==> src/rtl/irq_status_defs.vh <==
// Register addresses, field positions and reset values of the event status block
`ifndef IRQ_STATUS_DEFS_VH
`define IRQ_STATUS_DEFS_VH

// ****************************************************************
// Register addresses
// ****************************************************************
`define ADDR_TX_DATA        32'h5000_1310
`define ADDR_MASKED_FLAGS   32'h5000_132C
`define ADDR_ENABLE_MASK    32'h5000_1330
`define ADDR_UNMASKED_FLAGS 32'h5000_1334
`define ADDR_COMBINED_CLR   32'h5000_1340
`define ADDR_ABORT_CLR      32'h5000_1354
`define ADDR_ACTIVITY_CLR   32'h5000_135C
`define ADDR_GENERAL_CALL_FLAG_CLR   32'h5000_1368
`define ADDR_ABORT_CAUSE    32'h5000_1380

// ****************************************************************
// Field positions and widths
// ****************************************************************
`define NUM_SOURCES         12
`define BIT_GENERAL_CALL_FLAG        11
`define BIT_START_SEEN      10
`define BIT_STOP_SEEN       9
`define BIT_ACTIVITY        8
`define BIT_SLAVE_TX_DONE   7
`define BIT_TX_ABORT        6
`define LEVEL_FLAGS_W       6
`define CAUSE_W             16
`define REG_W               16

// ****************************************************************
// Reset values
// ****************************************************************
`define MASK_RESET          12'h8FF
`define FLAGS_RESET         6'h00

`endif

==> src/rtl/line_watch.v <==
// Synchroniser and START/STOP condition detector for the two-wire bus lines
`timescale 1ns/1ps

module line_watch
(
	input  wire i_ref_clk,
	input  wire i_rst_b,
	input  wire i_scl,
	input  wire i_sda,
	output reg  o_start_pulse,
	output reg  o_stop_pulse
);

	reg  [2:0] scl_sync_q;
	reg  [2:0] sda_sync_q;
	reg        scl_lvl_q;
	reg        sda_lvl_q;
	wire       scl_agree;
	wire       sda_agree;
	wire       sda_fall;
	wire       sda_rise;

	// ****************************************************************
	// Three-stage capture; only stages two and three are judged
	// ****************************************************************
	always @(posedge i_ref_clk or negedge i_rst_b)
	begin
		if (!i_rst_b)
		begin
			scl_sync_q <= 3'h7;
			sda_sync_q <= 3'h7;
		end
		else
		begin
			scl_sync_q <= {scl_sync_q[1:0], i_scl};
			sda_sync_q <= {sda_sync_q[1:0], i_sda};
		end
	end

	assign scl_agree = (scl_sync_q[1] == scl_sync_q[2]);
	assign sda_agree = (sda_sync_q[1] == sda_sync_q[2]);

	// Filtered level only moves once two stages agree, which rejects one-cycle glitches
	assign sda_fall = sda_agree && !sda_sync_q[2] && sda_lvl_q;
	assign sda_rise = sda_agree && sda_sync_q[2] && !sda_lvl_q;

	// ****************************************************************
	// Filtered levels and condition pulses
	// ****************************************************************
	always @(posedge i_ref_clk or negedge i_rst_b)
	begin
		if (!i_rst_b)
		begin
			scl_lvl_q     <= 1'b1;
			sda_lvl_q     <= 1'b1;
			o_start_pulse <= 1'b0;
			o_stop_pulse  <= 1'b0;
		end
		else
		begin
			if (scl_agree)
				scl_lvl_q <= scl_sync_q[2];
			if (sda_agree)
				sda_lvl_q <= sda_sync_q[2];
			o_start_pulse <= sda_fall && scl_lvl_q; // Data falls while clock high
			o_stop_pulse  <= sda_rise && scl_lvl_q; // Data rises while clock high
		end
	end

endmodule

==> src/rtl/event_status.v <==
// Interrupt mask, raw and masked event flags of the two-wire bus controller
`timescale 1ns/1ps
`include "irq_status_defs.vh"

module event_status
(
	input  wire                      i_ref_clk,
	input  wire                      i_rst_b,
	input  wire                      i_ctrl_enable,
	input  wire [31:0]               i_reg_addr,
	input  wire                      i_reg_wr,
	input  wire                      i_reg_rd,
	input  wire [15:0]               i_reg_wdata,
	output reg  [15:0]               o_reg_rdata,
	input  wire                      i_scl,
	input  wire                      i_sda,
	input  wire                      i_general_call_flag_ack,
	input  wire                      i_slave_tx_nack,
	input  wire                      i_tx_abort,
	input  wire [`CAUSE_W-1:0]       i_abort_cause,
	input  wire                      i_busy,
	input  wire [`LEVEL_FLAGS_W-1:0] i_level_flags,
	input  wire                      i_rx_byte_valid,
	input  wire [7:0]                i_rx_byte,
	output reg                       o_rx_push,
	output reg  [7:0]                o_rx_data,
	output reg                       o_tx_push,
	output reg  [7:0]                o_tx_data,
	output reg                       o_tx_flush,
	output reg                       o_irq
);

	reg  [`NUM_SOURCES-1:0] mask_q;
	reg                     general_call_flag_q;
	reg                     start_q;
	reg                     stop_q;
	reg                     activity_q;
	reg                     tx_done_q;
	reg                     abort_q;
	reg  [`CAUSE_W-1:0]     cause_q;
	wire                    start_pulse;
	wire                    stop_pulse;
	wire [`NUM_SOURCES-1:0] raw_flags;
	wire [`NUM_SOURCES-1:0] masked_flags;
	wire                    rd_general_call_flag_clr;
	wire                    rd_activity_clr;
	wire                    rd_combined_clr;
	wire                    rd_abort_clr;

	// Single address decode used by every read-to-clear and write strobe
	function hit;
		input [31:0] addr;
		input [31:0] target;
		begin
			hit = (addr == target);
		end
	endfunction

	// ****************************************************************
	// Bus line watcher
	// ****************************************************************
	line_watch u_line_watch
	(
		.i_ref_clk     (i_ref_clk),
		.i_rst_b       (i_rst_b),
		.i_scl         (i_scl),
		.i_sda         (i_sda),
		.o_start_pulse (start_pulse),
		.o_stop_pulse  (stop_pulse)
	);

	// ****************************************************************
	// Read-to-clear strobes
	// ****************************************************************
	assign rd_general_call_flag_clr = i_reg_rd && hit(i_reg_addr, `ADDR_GENERAL_CALL_FLAG_CLR);
	assign rd_activity_clr = i_reg_rd && hit(i_reg_addr, `ADDR_ACTIVITY_CLR);
	assign rd_combined_clr = i_reg_rd && hit(i_reg_addr, `ADDR_COMBINED_CLR);
	assign rd_abort_clr    = i_reg_rd && hit(i_reg_addr, `ADDR_ABORT_CLR);

	// Raw and masked views; FIFO level bits are tracked by the FIFO block
	assign raw_flags    = {general_call_flag_q, start_q, stop_q, activity_q, tx_done_q, abort_q,
	                       i_level_flags};
	assign masked_flags = raw_flags & mask_q;

	// ****************************************************************
	// Mask register
	// ****************************************************************
	always @(posedge i_ref_clk or negedge i_rst_b)
	begin
		if (!i_rst_b)
			mask_q <= `MASK_RESET;
		else if (i_reg_wr && hit(i_reg_addr, `ADDR_ENABLE_MASK))
			mask_q <= i_reg_wdata[`NUM_SOURCES-1:0];
	end

	// ****************************************************************
	// Sticky event flags; a set in the clear cycle wins
	// ****************************************************************
	always @(posedge i_ref_clk or negedge i_rst_b)
	begin
		if (!i_rst_b)
		begin
			general_call_flag_q <= 1'b0;
			start_q    <= 1'b0;
			stop_q     <= 1'b0;
			activity_q <= 1'b0;
			tx_done_q  <= 1'b0;
			abort_q    <= 1'b0;
		end
		else if (!i_ctrl_enable)
		begin
			// Disabling drops every sticky flag and ignores bus events
			general_call_flag_q <= 1'b0;
			start_q    <= 1'b0;
			stop_q     <= 1'b0;
			activity_q <= 1'b0;
			tx_done_q  <= 1'b0;
			abort_q    <= 1'b0;
		end
		else
		begin
			if (i_general_call_flag_ack)
				general_call_flag_q <= 1'b1;
			else if (rd_general_call_flag_clr || rd_combined_clr)
				general_call_flag_q <= 1'b0;

			if (start_pulse)
				start_q <= 1'b1;
			else if (rd_combined_clr)
				start_q <= 1'b0;

			if (stop_pulse)
				stop_q <= 1'b1;
			else if (rd_combined_clr)
				stop_q <= 1'b0;

			// Activity is sticky: idle alone never clears it
			if (i_busy || start_pulse)
				activity_q <= 1'b1;
			else if (rd_activity_clr || rd_combined_clr)
				activity_q <= 1'b0;

			if (i_slave_tx_nack)
				tx_done_q <= 1'b1;
			else if (rd_combined_clr)
				tx_done_q <= 1'b0;

			if (i_tx_abort)
				abort_q <= 1'b1;
			else if (rd_abort_clr || rd_combined_clr)
				abort_q <= 1'b0;
		end
	end

	// ****************************************************************
	// Abort cause capture
	// ****************************************************************
	always @(posedge i_ref_clk or negedge i_rst_b)
	begin
		if (!i_rst_b)
			cause_q <= {`CAUSE_W{1'b0}};
		else if (i_tx_abort)
			cause_q <= i_abort_cause;
		else if (rd_abort_clr || rd_combined_clr)
			cause_q <= {`CAUSE_W{1'b0}};
	end

	// ****************************************************************
	// Read data mux, registered; unmapped addresses read zero
	// ****************************************************************
	always @(posedge i_ref_clk or negedge i_rst_b)
	begin
		if (!i_rst_b)
			o_reg_rdata <= 16'h0000;
		else if (i_reg_rd)
		begin
			if (hit(i_reg_addr, `ADDR_ENABLE_MASK))
				o_reg_rdata <= {4'h0, mask_q};
			else if (hit(i_reg_addr, `ADDR_UNMASKED_FLAGS))
				o_reg_rdata <= {4'h0, raw_flags};
			else if (hit(i_reg_addr, `ADDR_MASKED_FLAGS))
				o_reg_rdata <= {4'h0, masked_flags};
			else if (hit(i_reg_addr, `ADDR_ABORT_CAUSE))
				o_reg_rdata <= cause_q;
			else if (rd_general_call_flag_clr)
				o_reg_rdata <= {15'h0000, general_call_flag_q};
			else if (rd_activity_clr)
				o_reg_rdata <= {15'h0000, activity_q};
			else if (rd_abort_clr)
				o_reg_rdata <= {15'h0000, abort_q};
			else if (rd_combined_clr)
				o_reg_rdata <= {15'h0000, |masked_flags};
			else
				o_reg_rdata <= 16'h0000;
		end
	end

	// ****************************************************************
	// Receive and transmit data paths, interrupt output
	// ****************************************************************
	always @(posedge i_ref_clk or negedge i_rst_b)
	begin
		if (!i_rst_b)
		begin
			o_rx_push  <= 1'b0;
			o_rx_data  <= 8'h00;
			o_tx_push  <= 1'b0;
			o_tx_data  <= 8'h00;
			o_tx_flush <= 1'b0;
			o_irq      <= 1'b0;
		end
		else
		begin
			// General-call payload is not filtered; it lands like any byte
			o_rx_push  <= i_rx_byte_valid && i_ctrl_enable;
			o_rx_data  <= i_rx_byte;
			// Writes during an abort are dropped so the FIFO stays empty
			o_tx_push  <= i_reg_wr && hit(i_reg_addr, `ADDR_TX_DATA) && !abort_q
			              && !i_tx_abort;
			o_tx_data  <= i_reg_wdata[7:0];
			// Follows the abort flag's next value, so flush and flag end on one edge
			o_tx_flush <= i_ctrl_enable && (i_tx_abort || (abort_q && !rd_abort_clr
			              && !rd_combined_clr));
			o_irq      <= |masked_flags;
		end
	end

endmodule

==> config.mk <==
export PLATFORM = sky130hd
export DESIGN_NAME = event_status
export DESIGN_NICKNAME = d
export VERILOG_FILES = /design/src/rtl/line_watch.v /design/src/rtl/event_status.v
export VERILOG_INCLUDE_DIRS = /design/src /design/src/rtl
export SDC_FILE = /design/constraint.sdc
export NUM_CORES = 1
export LEC_CHECK = 0
export ABC_CLOCK_PERIOD_IN_PS = 1500
export BUFFER_PORTS_ARGS = -buffer_cell sky130_fd_sc_hd__buf_2
export CORE_ASPECT_RATIO = 1.4
export CORE_MARGIN = 2
export CORE_UTILIZATION = 49
export DETAILED_ROUTE_END_ITERATION = 8
export PLACE_DENSITY = 0.77
export SKIP_LAST_GASP = 1
export SYNTH_ARGS = -nofsm -noshare
export SYNTH_HDL_FRONTEND = slang
export SYNTH_SLANG_ARGS = --single-unit
==> constraint.sdc <==
create_clock -name i_ref_clk -period 1.5 [get_ports i_ref_clk]
set_input_delay 0.075 -clock i_ref_clk [delete_from_list [all_inputs] [get_ports i_ref_clk]]
set_output_delay 0.075 -clock i_ref_clk [all_outputs]
set_load 0.05 [all_outputs]
# Word level (Yosys, flattened, before mapping)
# Cells that the tools add are included.
[word_totals]
ff_bits = 80
input_bits = 90
output_inout_bits = 36
wordCells = 96
[classes]
n_eq_ne = 17
mux = 26
n_bitwise = 1
n_reduce_logical = 31
[op_table]
columns = ["cell", "n"]
rows = [
  ["$eq A32 B31 Y1 const B", 9],
  ["$mux W16", 6],
  ["$mux W1", 20],
  ["$logic_and A1 B1 Y1", 18],
  ["$ne A3 B1 Y1 const B", 6],
  ["$and A12 B12 Y12", 1],
  ["$reduce_or A12 Y1", 1],
  ["$logic_not A1 Y1", 6],
  ["$logic_or A1 B1 Y1", 5],
  ["$eq A1 B1 Y1", 2],
  ["$reduce_bool A2 Y1", 1],
]

# Logic depth before layout (Yosys ltp)
[depth]
depth_word = 10
mapped_depth = 9
ltp_nobuf = 6

# Hierarchy
# From an unflattened synthesis, not the netlist that was laid out.
[hier_totals]
hier_cells = 279
hier_area_um2 = 3469.6
[modules_own_cells]
columns = ["module", "instances", "cells_per_inst", "area_each_um2", "seq_area_each_um2"]
rows = [
  ["event_status", 1, 261, 3136.8, 1762.9],
  ["line_watch", 1, 18, 332.8, 260.2],
]

# Least setup slack after synthesis
# Ideal clock, no wire load.
[synth_timing]
path_kind = "input-to-reg"
start = "input i_reg_addr[3]"
end = "register cause_q[10]"
setup_ps = 121
t_arrival_ps = 1454
required_time_ps = 1379
setup_slack_ps = -75
cell_stages = 8
n_path_buf = 3
path_cell_list = "buf_6 or3_4 nor3b_4 o21ai_2 nor2b_4 buf_6 buf_6 a22o_1"
[synth_between]
elab_chain_len = 4
elab_cells_between_ends = 6
classes_between = "eq/ne (2); reduce/logical (4)"
[synth_rtl]
columns = ["element", "line_no", "text"]
rows = [
  ["start: declaration", "event_status.v:10", "input wire [31:0] i_reg_addr,"],
  ["$eq A32 B31 Y1", "event_status.v:55", "hit = (addr == target);"],
  ["$logic_and A1 B1 Y1, on equally long branches", "event_status.v:78, event_status.v:77", ""],
  ["$logic_or A1 B1 Y1 *", "event_status.v:164", "else if (rd_abort_clr || rd_combined_clr)"],
  ["$reduce_bool A2 Y1 (no source line) *", "n/a", ""],
  ["end signal: assignment", "event_status.v:161", "cause_q <= {`CAUSE_W{1'b0}};"],
  ["end signal: assignment", "event_status.v:163", "cause_q <= i_abort_cause;"],
  ["end signal: assignment", "event_status.v:165", "cause_q <= {`CAUSE_W{1'b0}};"],
  ["end: declaration", "event_status.v:40", "reg [`CAUSE_W-1:0] cause_q;"],
]
# Mark *: on every way between the ends. The rest lies on a longest branch, timed or not.
# A chain may end at the register's enable or synchronous reset.

# Worst setup path in the final report
[layout_timing]
start = "register mask_q[0]"
end = "register o_reg_rdata[0]"
[layout_between]
elab_chain_len = 10
[layout_rtl]
columns = ["element", "line_no", "text"]
rows = [
  ["start: declaration", "event_status.v:33", "reg [`NUM_SOURCES-1:0] mask_q;"],
  ["start signal: assignment", "event_status.v:91", "mask_q <= `MASK_RESET;"],
  ["start signal: assignment", "event_status.v:93", "mask_q <= i_reg_wdata[`NUM_SOURCES-1:0];"],
  ["$and A12 B12 Y12", "event_status.v:83", "assign masked_flags = raw_flags & mask_q;"],
  ["$reduce_or A12 Y1", "event_status.v:192", "o_reg_rdata <= {15'h0000, |masked_flags};"],
  ["$mux W1", "event_status.v:191", "else if (rd_combined_clr)"],
  ["$mux W1", "event_status.v:189", "else if (rd_abort_clr)"],
  ["$mux W1", "event_status.v:187", "else if (rd_activity_clr)"],
  ["$mux W1", "event_status.v:185", "else if (rd_general_call_flag_clr)"],
  ["$mux W16", "event_status.v:183", "else if (hit(i_reg_addr, `ADDR_ABORT_CAUSE))"],
  ["$mux W16", "event_status.v:181", "else if (hit(i_reg_addr, `ADDR_MASKED_FLAGS))"],
  ["$mux W16", "event_status.v:179", "else if (hit(i_reg_addr, `ADDR_UNMASKED_FLAGS))"],
  ["$mux W16 *", "event_status.v:177", "if (hit(i_reg_addr, `ADDR_ENABLE_MASK))"],
  ["end signal: assignment", "event_status.v:178", "o_reg_rdata <= {4'h0, mask_q};"],
  ["end signal: assignment", "event_status.v:180", "o_reg_rdata <= {4'h0, raw_flags};"],
  ["end signal: assignment", "event_status.v:182", "o_reg_rdata <= {4'h0, masked_flags};"],
  ["end: declaration", "event_status.v:14", "output reg [15:0] o_reg_rdata,"],
]
# Marked as above.

==> flow_results.xml <==
<?xml version="1.0" encoding="UTF-8"?>
<metrics>
  <group name="status">
    <metric name="status" unit="">finished, final reports clean</metric>
  </group>
  <group name="cells_and_area">
    <metric name="n_antenna_cell" unit="">0</metric>
    <metric name="drive_gt1_share" unit="%">42.2</metric>
    <metric name="post-route-util" unit="%">73.7</metric>
    <metric name="finalNetCount" unit="">577</metric>
    <metric name="final_cell_mix" unit="">120 x sky130_fd_sc_hd__buf_2, 63 x sky130_fd_sc_hd__dfrtp_1, 45 x sky130_fd_sc_hd__dlygate4sd3_1</metric>
    <metric name="final_cell_count_no_fill" unit="">585</metric>
    <metric name="final_common_cell" unit="">sky130_fd_sc_hd__buf_2</metric>
    <metric name="layout-area-overhead-vs-synth" unit="%">46.8</metric>
  </group>
  <group name="cts">
    <metric name="clockBufferDepth" unit="">2</metric>
    <metric name="tritoncts_buffers" unit="">9</metric>
    <metric name="clock_net_sink_count" unit="">80</metric>
    <metric name="cts_tree" unit="">done</metric>
    <metric name="htree_levels" unit="">3</metric>
    <metric name="worstSkewPairLatency" unit="ns">0.35</metric>
    <metric name="clk_root_buffer_cell" unit="">sky130_fd_sc_hd__clkbuf_8</metric>
    <metric name="cts.clk_slew.worst_paths" unit="ns">0.07</metric>
  </group>
  <group name="synth">
    <metric name="asyncSetResetFlopFracSynth" unit="%">100</metric>
    <metric name="net_count_after_synthesis" unit="">373</metric>
    <metric name="yosys_register_bits" unit="">80</metric>
    <metric name="synth-main-ff-cell" unit="">sky130_fd_sc_hd__dfrtp_1</metric>
    <metric name="synth_cells" unit="">281</metric>
    <metric name="ys.warnings.count" unit="">0</metric>
    <metric name="yosysSeqAreaShare" unit="%">58.5</metric>
    <metric name="synth.lib_cells_used.distinct" unit="">55</metric>
    <metric name="synth_enable_flop_cells" unit="">0</metric>
    <metric name="syn-cell-area" unit="sq mm">0.00346</metric>
    <metric name="syn_avg_cell_area" unit="sq um">12.3</metric>
  </group>
  <group name="floorplanning">
    <metric name="width_of_the_die" unit="microns">75.0</metric>
    <metric name="core-area" unit="sq mm">0.00689</metric>
    <metric name="initial_utilization" unit="%">50.2</metric>
    <metric name="design.die.area" unit="sq mm">0.00776</metric>
    <metric name="row_count" unit="">36</metric>
    <metric name="io-pin-count" unit="">126</metric>
    <metric name="chipHeight" unit="microns">103</metric>
  </group>
  <group name="global_route">
    <metric name="met1_usage" unit="%">29.9</metric>
    <metric name="grt_pass1_vias" unit="">3203</metric>
    <metric name="most_utilized_layer_in_the_global_route_result" unit="">met2</metric>
    <metric name="use_met2" unit="%">46.2</metric>
    <metric name="grt_max_degree" unit="">39</metric>
    <metric name="use_met3" unit="%">6.20</metric>
    <metric name="grt_overflow_total" unit="">0</metric>
    <metric name="grtUsageTotal" unit="%">26.3</metric>
    <metric name="wire_length_of_the_first_global_routing_pass" unit="mm">15.0</metric>
    <metric name="antenna_found_initial" unit="">0</metric>
  </group>
  <group name="timing">
    <metric name="timing_max_transition_violations_final" unit="">0</metric>
    <metric name="finClkSkew" unit="ns">0.00565</metric>
    <metric name="timing.final.crit_period" unit="ns">1.49</metric>
    <metric name="final-hold-violation-count" unit="">0</metric>
    <metric name="layout_worst_path_cycle_share" unit="%">99.6</metric>
    <metric name="clock.fmax" unit="MHz">670</metric>
    <metric name="report.final.setup_viol" unit="">0</metric>
    <metric name="slew_headroom" unit="%">51.3</metric>
    <metric name="tightest_slew" unit="ns">0.725</metric>
    <metric name="rsz0062_at_grt" unit="">yes</metric>
  </group>
  <group name="worst_setup_path">
    <metric name="cp_arrival" unit="ns">1.79</metric>
    <metric name="cp_data_required_time" unit="ns">1.79</metric>
    <metric name="timing.setup.critical_path_class" unit="">reg2reg</metric>
    <metric name="path_max_fanout" unit="">2</metric>
    <metric name="path_cells" unit="">nand2_2 &gt; nor3b_1 &gt; o22ai_1 &gt; nand2_1 &gt; buf_4 &gt; o221ai_1 &gt; o22a_1</metric>
    <metric name="setup.worst_path.end_class" unit="">flop</metric>
    <metric name="crit_buf_inv" unit="">1</metric>
    <metric name="crit_path_top_delay_cell" unit="">sky130_fd_sc_hd__dfstp_2</metric>
    <metric name="timing.critical_path.from_type" unit="">flop</metric>
    <metric name="cp_slowest_stage_delay" unit="ns">0.55</metric>
    <metric name="path_delay_family" unit="">flip-flops</metric>
  </group>
  <group name="route">
    <metric name="route.final.wire_length" unit="mm">9.70</metric>
    <metric name="post-route-drc-count" unit="">0</metric>
    <metric name="drtAntennaViolNets" unit="">0</metric>
    <metric name="wl_per_cell" unit="microns">16.6</metric>
    <metric name="drtIter0Drc" unit="">239</metric>
    <metric name="via_count" unit="">3114</metric>
    <metric name="via_per_inst" unit="">5.32</metric>
    <metric name="drt-pass1-iter-count" unit="">4</metric>
  </group>
  <group name="worst_hold_path">
    <metric name="hold_path.class" unit="">in2reg</metric>
  </group>
  <group name="power">
    <metric name="power_per_cell_area" unit="mW/mm^2">883</metric>
    <metric name="leakage" unit="nW">2.53</metric>
    <metric name="vdd_ir_drop_max" unit="V">0.00103</metric>
  </group>
  <group name="placed_design">
    <metric name="post-dp-hpwl" unit="mm">6.85</metric>
    <metric name="placed_cells_incl_taps" unit="">523</metric>
    <metric name="gpl_wtd_cong" unit="">0.889</metric>
    <metric name="placement.io_buffers" unit="">121</metric>
  </group>
  <group name="flow_run">
    <metric name="cap_violations" unit="">0</metric>
  </group>
</metrics>
[Yosys cell counts, types with 3 or more instances]
library cell / instances / share of area [%]
sky130_fd_sc_hd__a21oi_1: 10 / 1.4
sky130_fd_sc_hd__a31oi_1: 6 / 1.1
sky130_fd_sc_hd__o21ai_0: 4 / 0.58
sky130_fd_sc_hd__dfstp_2: 17 / 13
sky130_fd_sc_hd__a21o_1: 11 / 2.4
sky130_fd_sc_hd__nor2_1: 11 / 1.2
sky130_fd_sc_hd__buf_6: 5 / 1.6
sky130_fd_sc_hd__nand2_1: 13 / 1.4
sky130_fd_sc_hd__nor4_1: 6 / 1.1
sky130_fd_sc_hd__dfrtp_1: 63 / 46
sky130_fd_sc_hd__nand3_1: 6 / 0.87
sky130_fd_sc_hd__mux2_1: 10 / 3.3
sky130_fd_sc_hd__a32o_1: 5 / 1.4
sky130_fd_sc_hd__nor2b_1: 11 / 2.0
sky130_fd_sc_hd__or3_1: 3 / 0.54
sky130_fd_sc_hd__o21ai_1: 11 / 1.6
sky130_fd_sc_hd__a22oi_1: 3 / 0.65
sky130_fd_sc_hd__clkbuf_1: 6 / 0.65
sky130_fd_sc_hd__a22o_1: 22 / 5.6
sky130_fd_sc_hd__inv_1: 11 / 1.2
[per-stage QoR]
| stage | area (sq um) | worst slack [ns] | power [mW] | setup TNS (ns) | hold WS, ns |
|---|---|---|---|---|---|
| after floorplan | 3460 | -0.0197 | 2.62 | -0.243 | -0.221 |
| after global placement | 4430 | -0.142 | 2.90 | -4.07 | 0.0597 |
| after detailed placement | 4430 | -0.177 | 2.92 | -4.56 | 0.0669 |
| after CTS | 5080 | 0.00306 | 4.51 | 0 | 0.0364 |
| after global routing | 5080 | -0.0943 | 4.65 | -0.0943 | 0.0564 |
| final | 5080 | 0.00650 | 4.49 | 0 | 0.0550 |
[routing by layer]
layer / vias up / wire length [microns]
li1: 1449 / -
met1: 1516 / 3740
met2: 126 / 5130
met3: 23 / 545
met4: 0 / 284
met5: - / 0
[worst register-to-register path, cell delays in order, from the launching register on]
cell                       delay, ns
sky130_fd_sc_hd__dfstp_2        0.55
sky130_fd_sc_hd__nand2_2        0.07
sky130_fd_sc_hd__nor3b_1        0.14
sky130_fd_sc_hd__o22ai_1        0.14
sky130_fd_sc_hd__nand2_1        0.10
sky130_fd_sc_hd__buf_4          0.14
sky130_fd_sc_hd__o221ai_1       0.15
sky130_fd_sc_hd__o22a_1         0.15
[power by group]
part | switching, mW | internal [mW] | leakage (nW)
logic | 0.358 | 0.296 | 1.47
clock network | 0.740 | 0.765 | 0.0904
registers | 0.0593 | 2.27 | 0.975
[kinds of logic after synthesis]
kind of cell	count (synthesis)	share of synthesized area (%)
AOI/OAI and AO/OA	83	17.5
buffers and inverters	25	3.94
and+or+nand+nor	76	14.6
DFF	80	58.5
muxes	14	4.48
adders and majority gates	3	1.01
[cell type report]
type,instances,area (sq um)
multi-input combinational,176,1310
fill,512,1810
sequential,80,2020
tap,95,119
timing repair buffer,206,1400
clock buffer,12,135
inverter,12,45.0
clock inverter,4,47.5
[path summary, 6_finish.rpt]
check / startpoint / depth (start not counted) / slack (ns) / end
worst min-delay path: i_reg_addr[2] / 3 / 0.05 / o_tx_push
max in group asynchronous: i_rst_b / 3 / 0.65 / mask_q[0]
worst max-delay path: mask_q[0] / 7 / 0.006 / o_reg_rdata[0]
worst max register to register: mask_q[0] / 7 / 0.006 / o_reg_rdata[0]
min in group asynchronous: i_rst_b / 2 / 0.22 / o_tx_data[3]
worst min register to register: u_line_watch.sda_sync_q[0] / 0 / 0.36 / u_line_watch.sda_sync_q[1]
[flip-flops by register name, indices dropped and copies added (netlist names), 3 cells and up]
register and flops:
cause_q 16, o_reg_rdata 16, mask_q 12, o_rx_data 8, o_tx_data 8, u_line_watch.scl_sync_q 3, u_line_watch.sda_sync_q 3
[timing repair]
action	4_1_cts	5_1_grt
endpoints found under the hold margin	71	0
hold buffers	45	0
setup endpoints to repair	1	1
resized for setup	2	1
pin swaps	1	3
setup buffers	1	0
No activity file was read; power rests on OpenSTA's default activity.
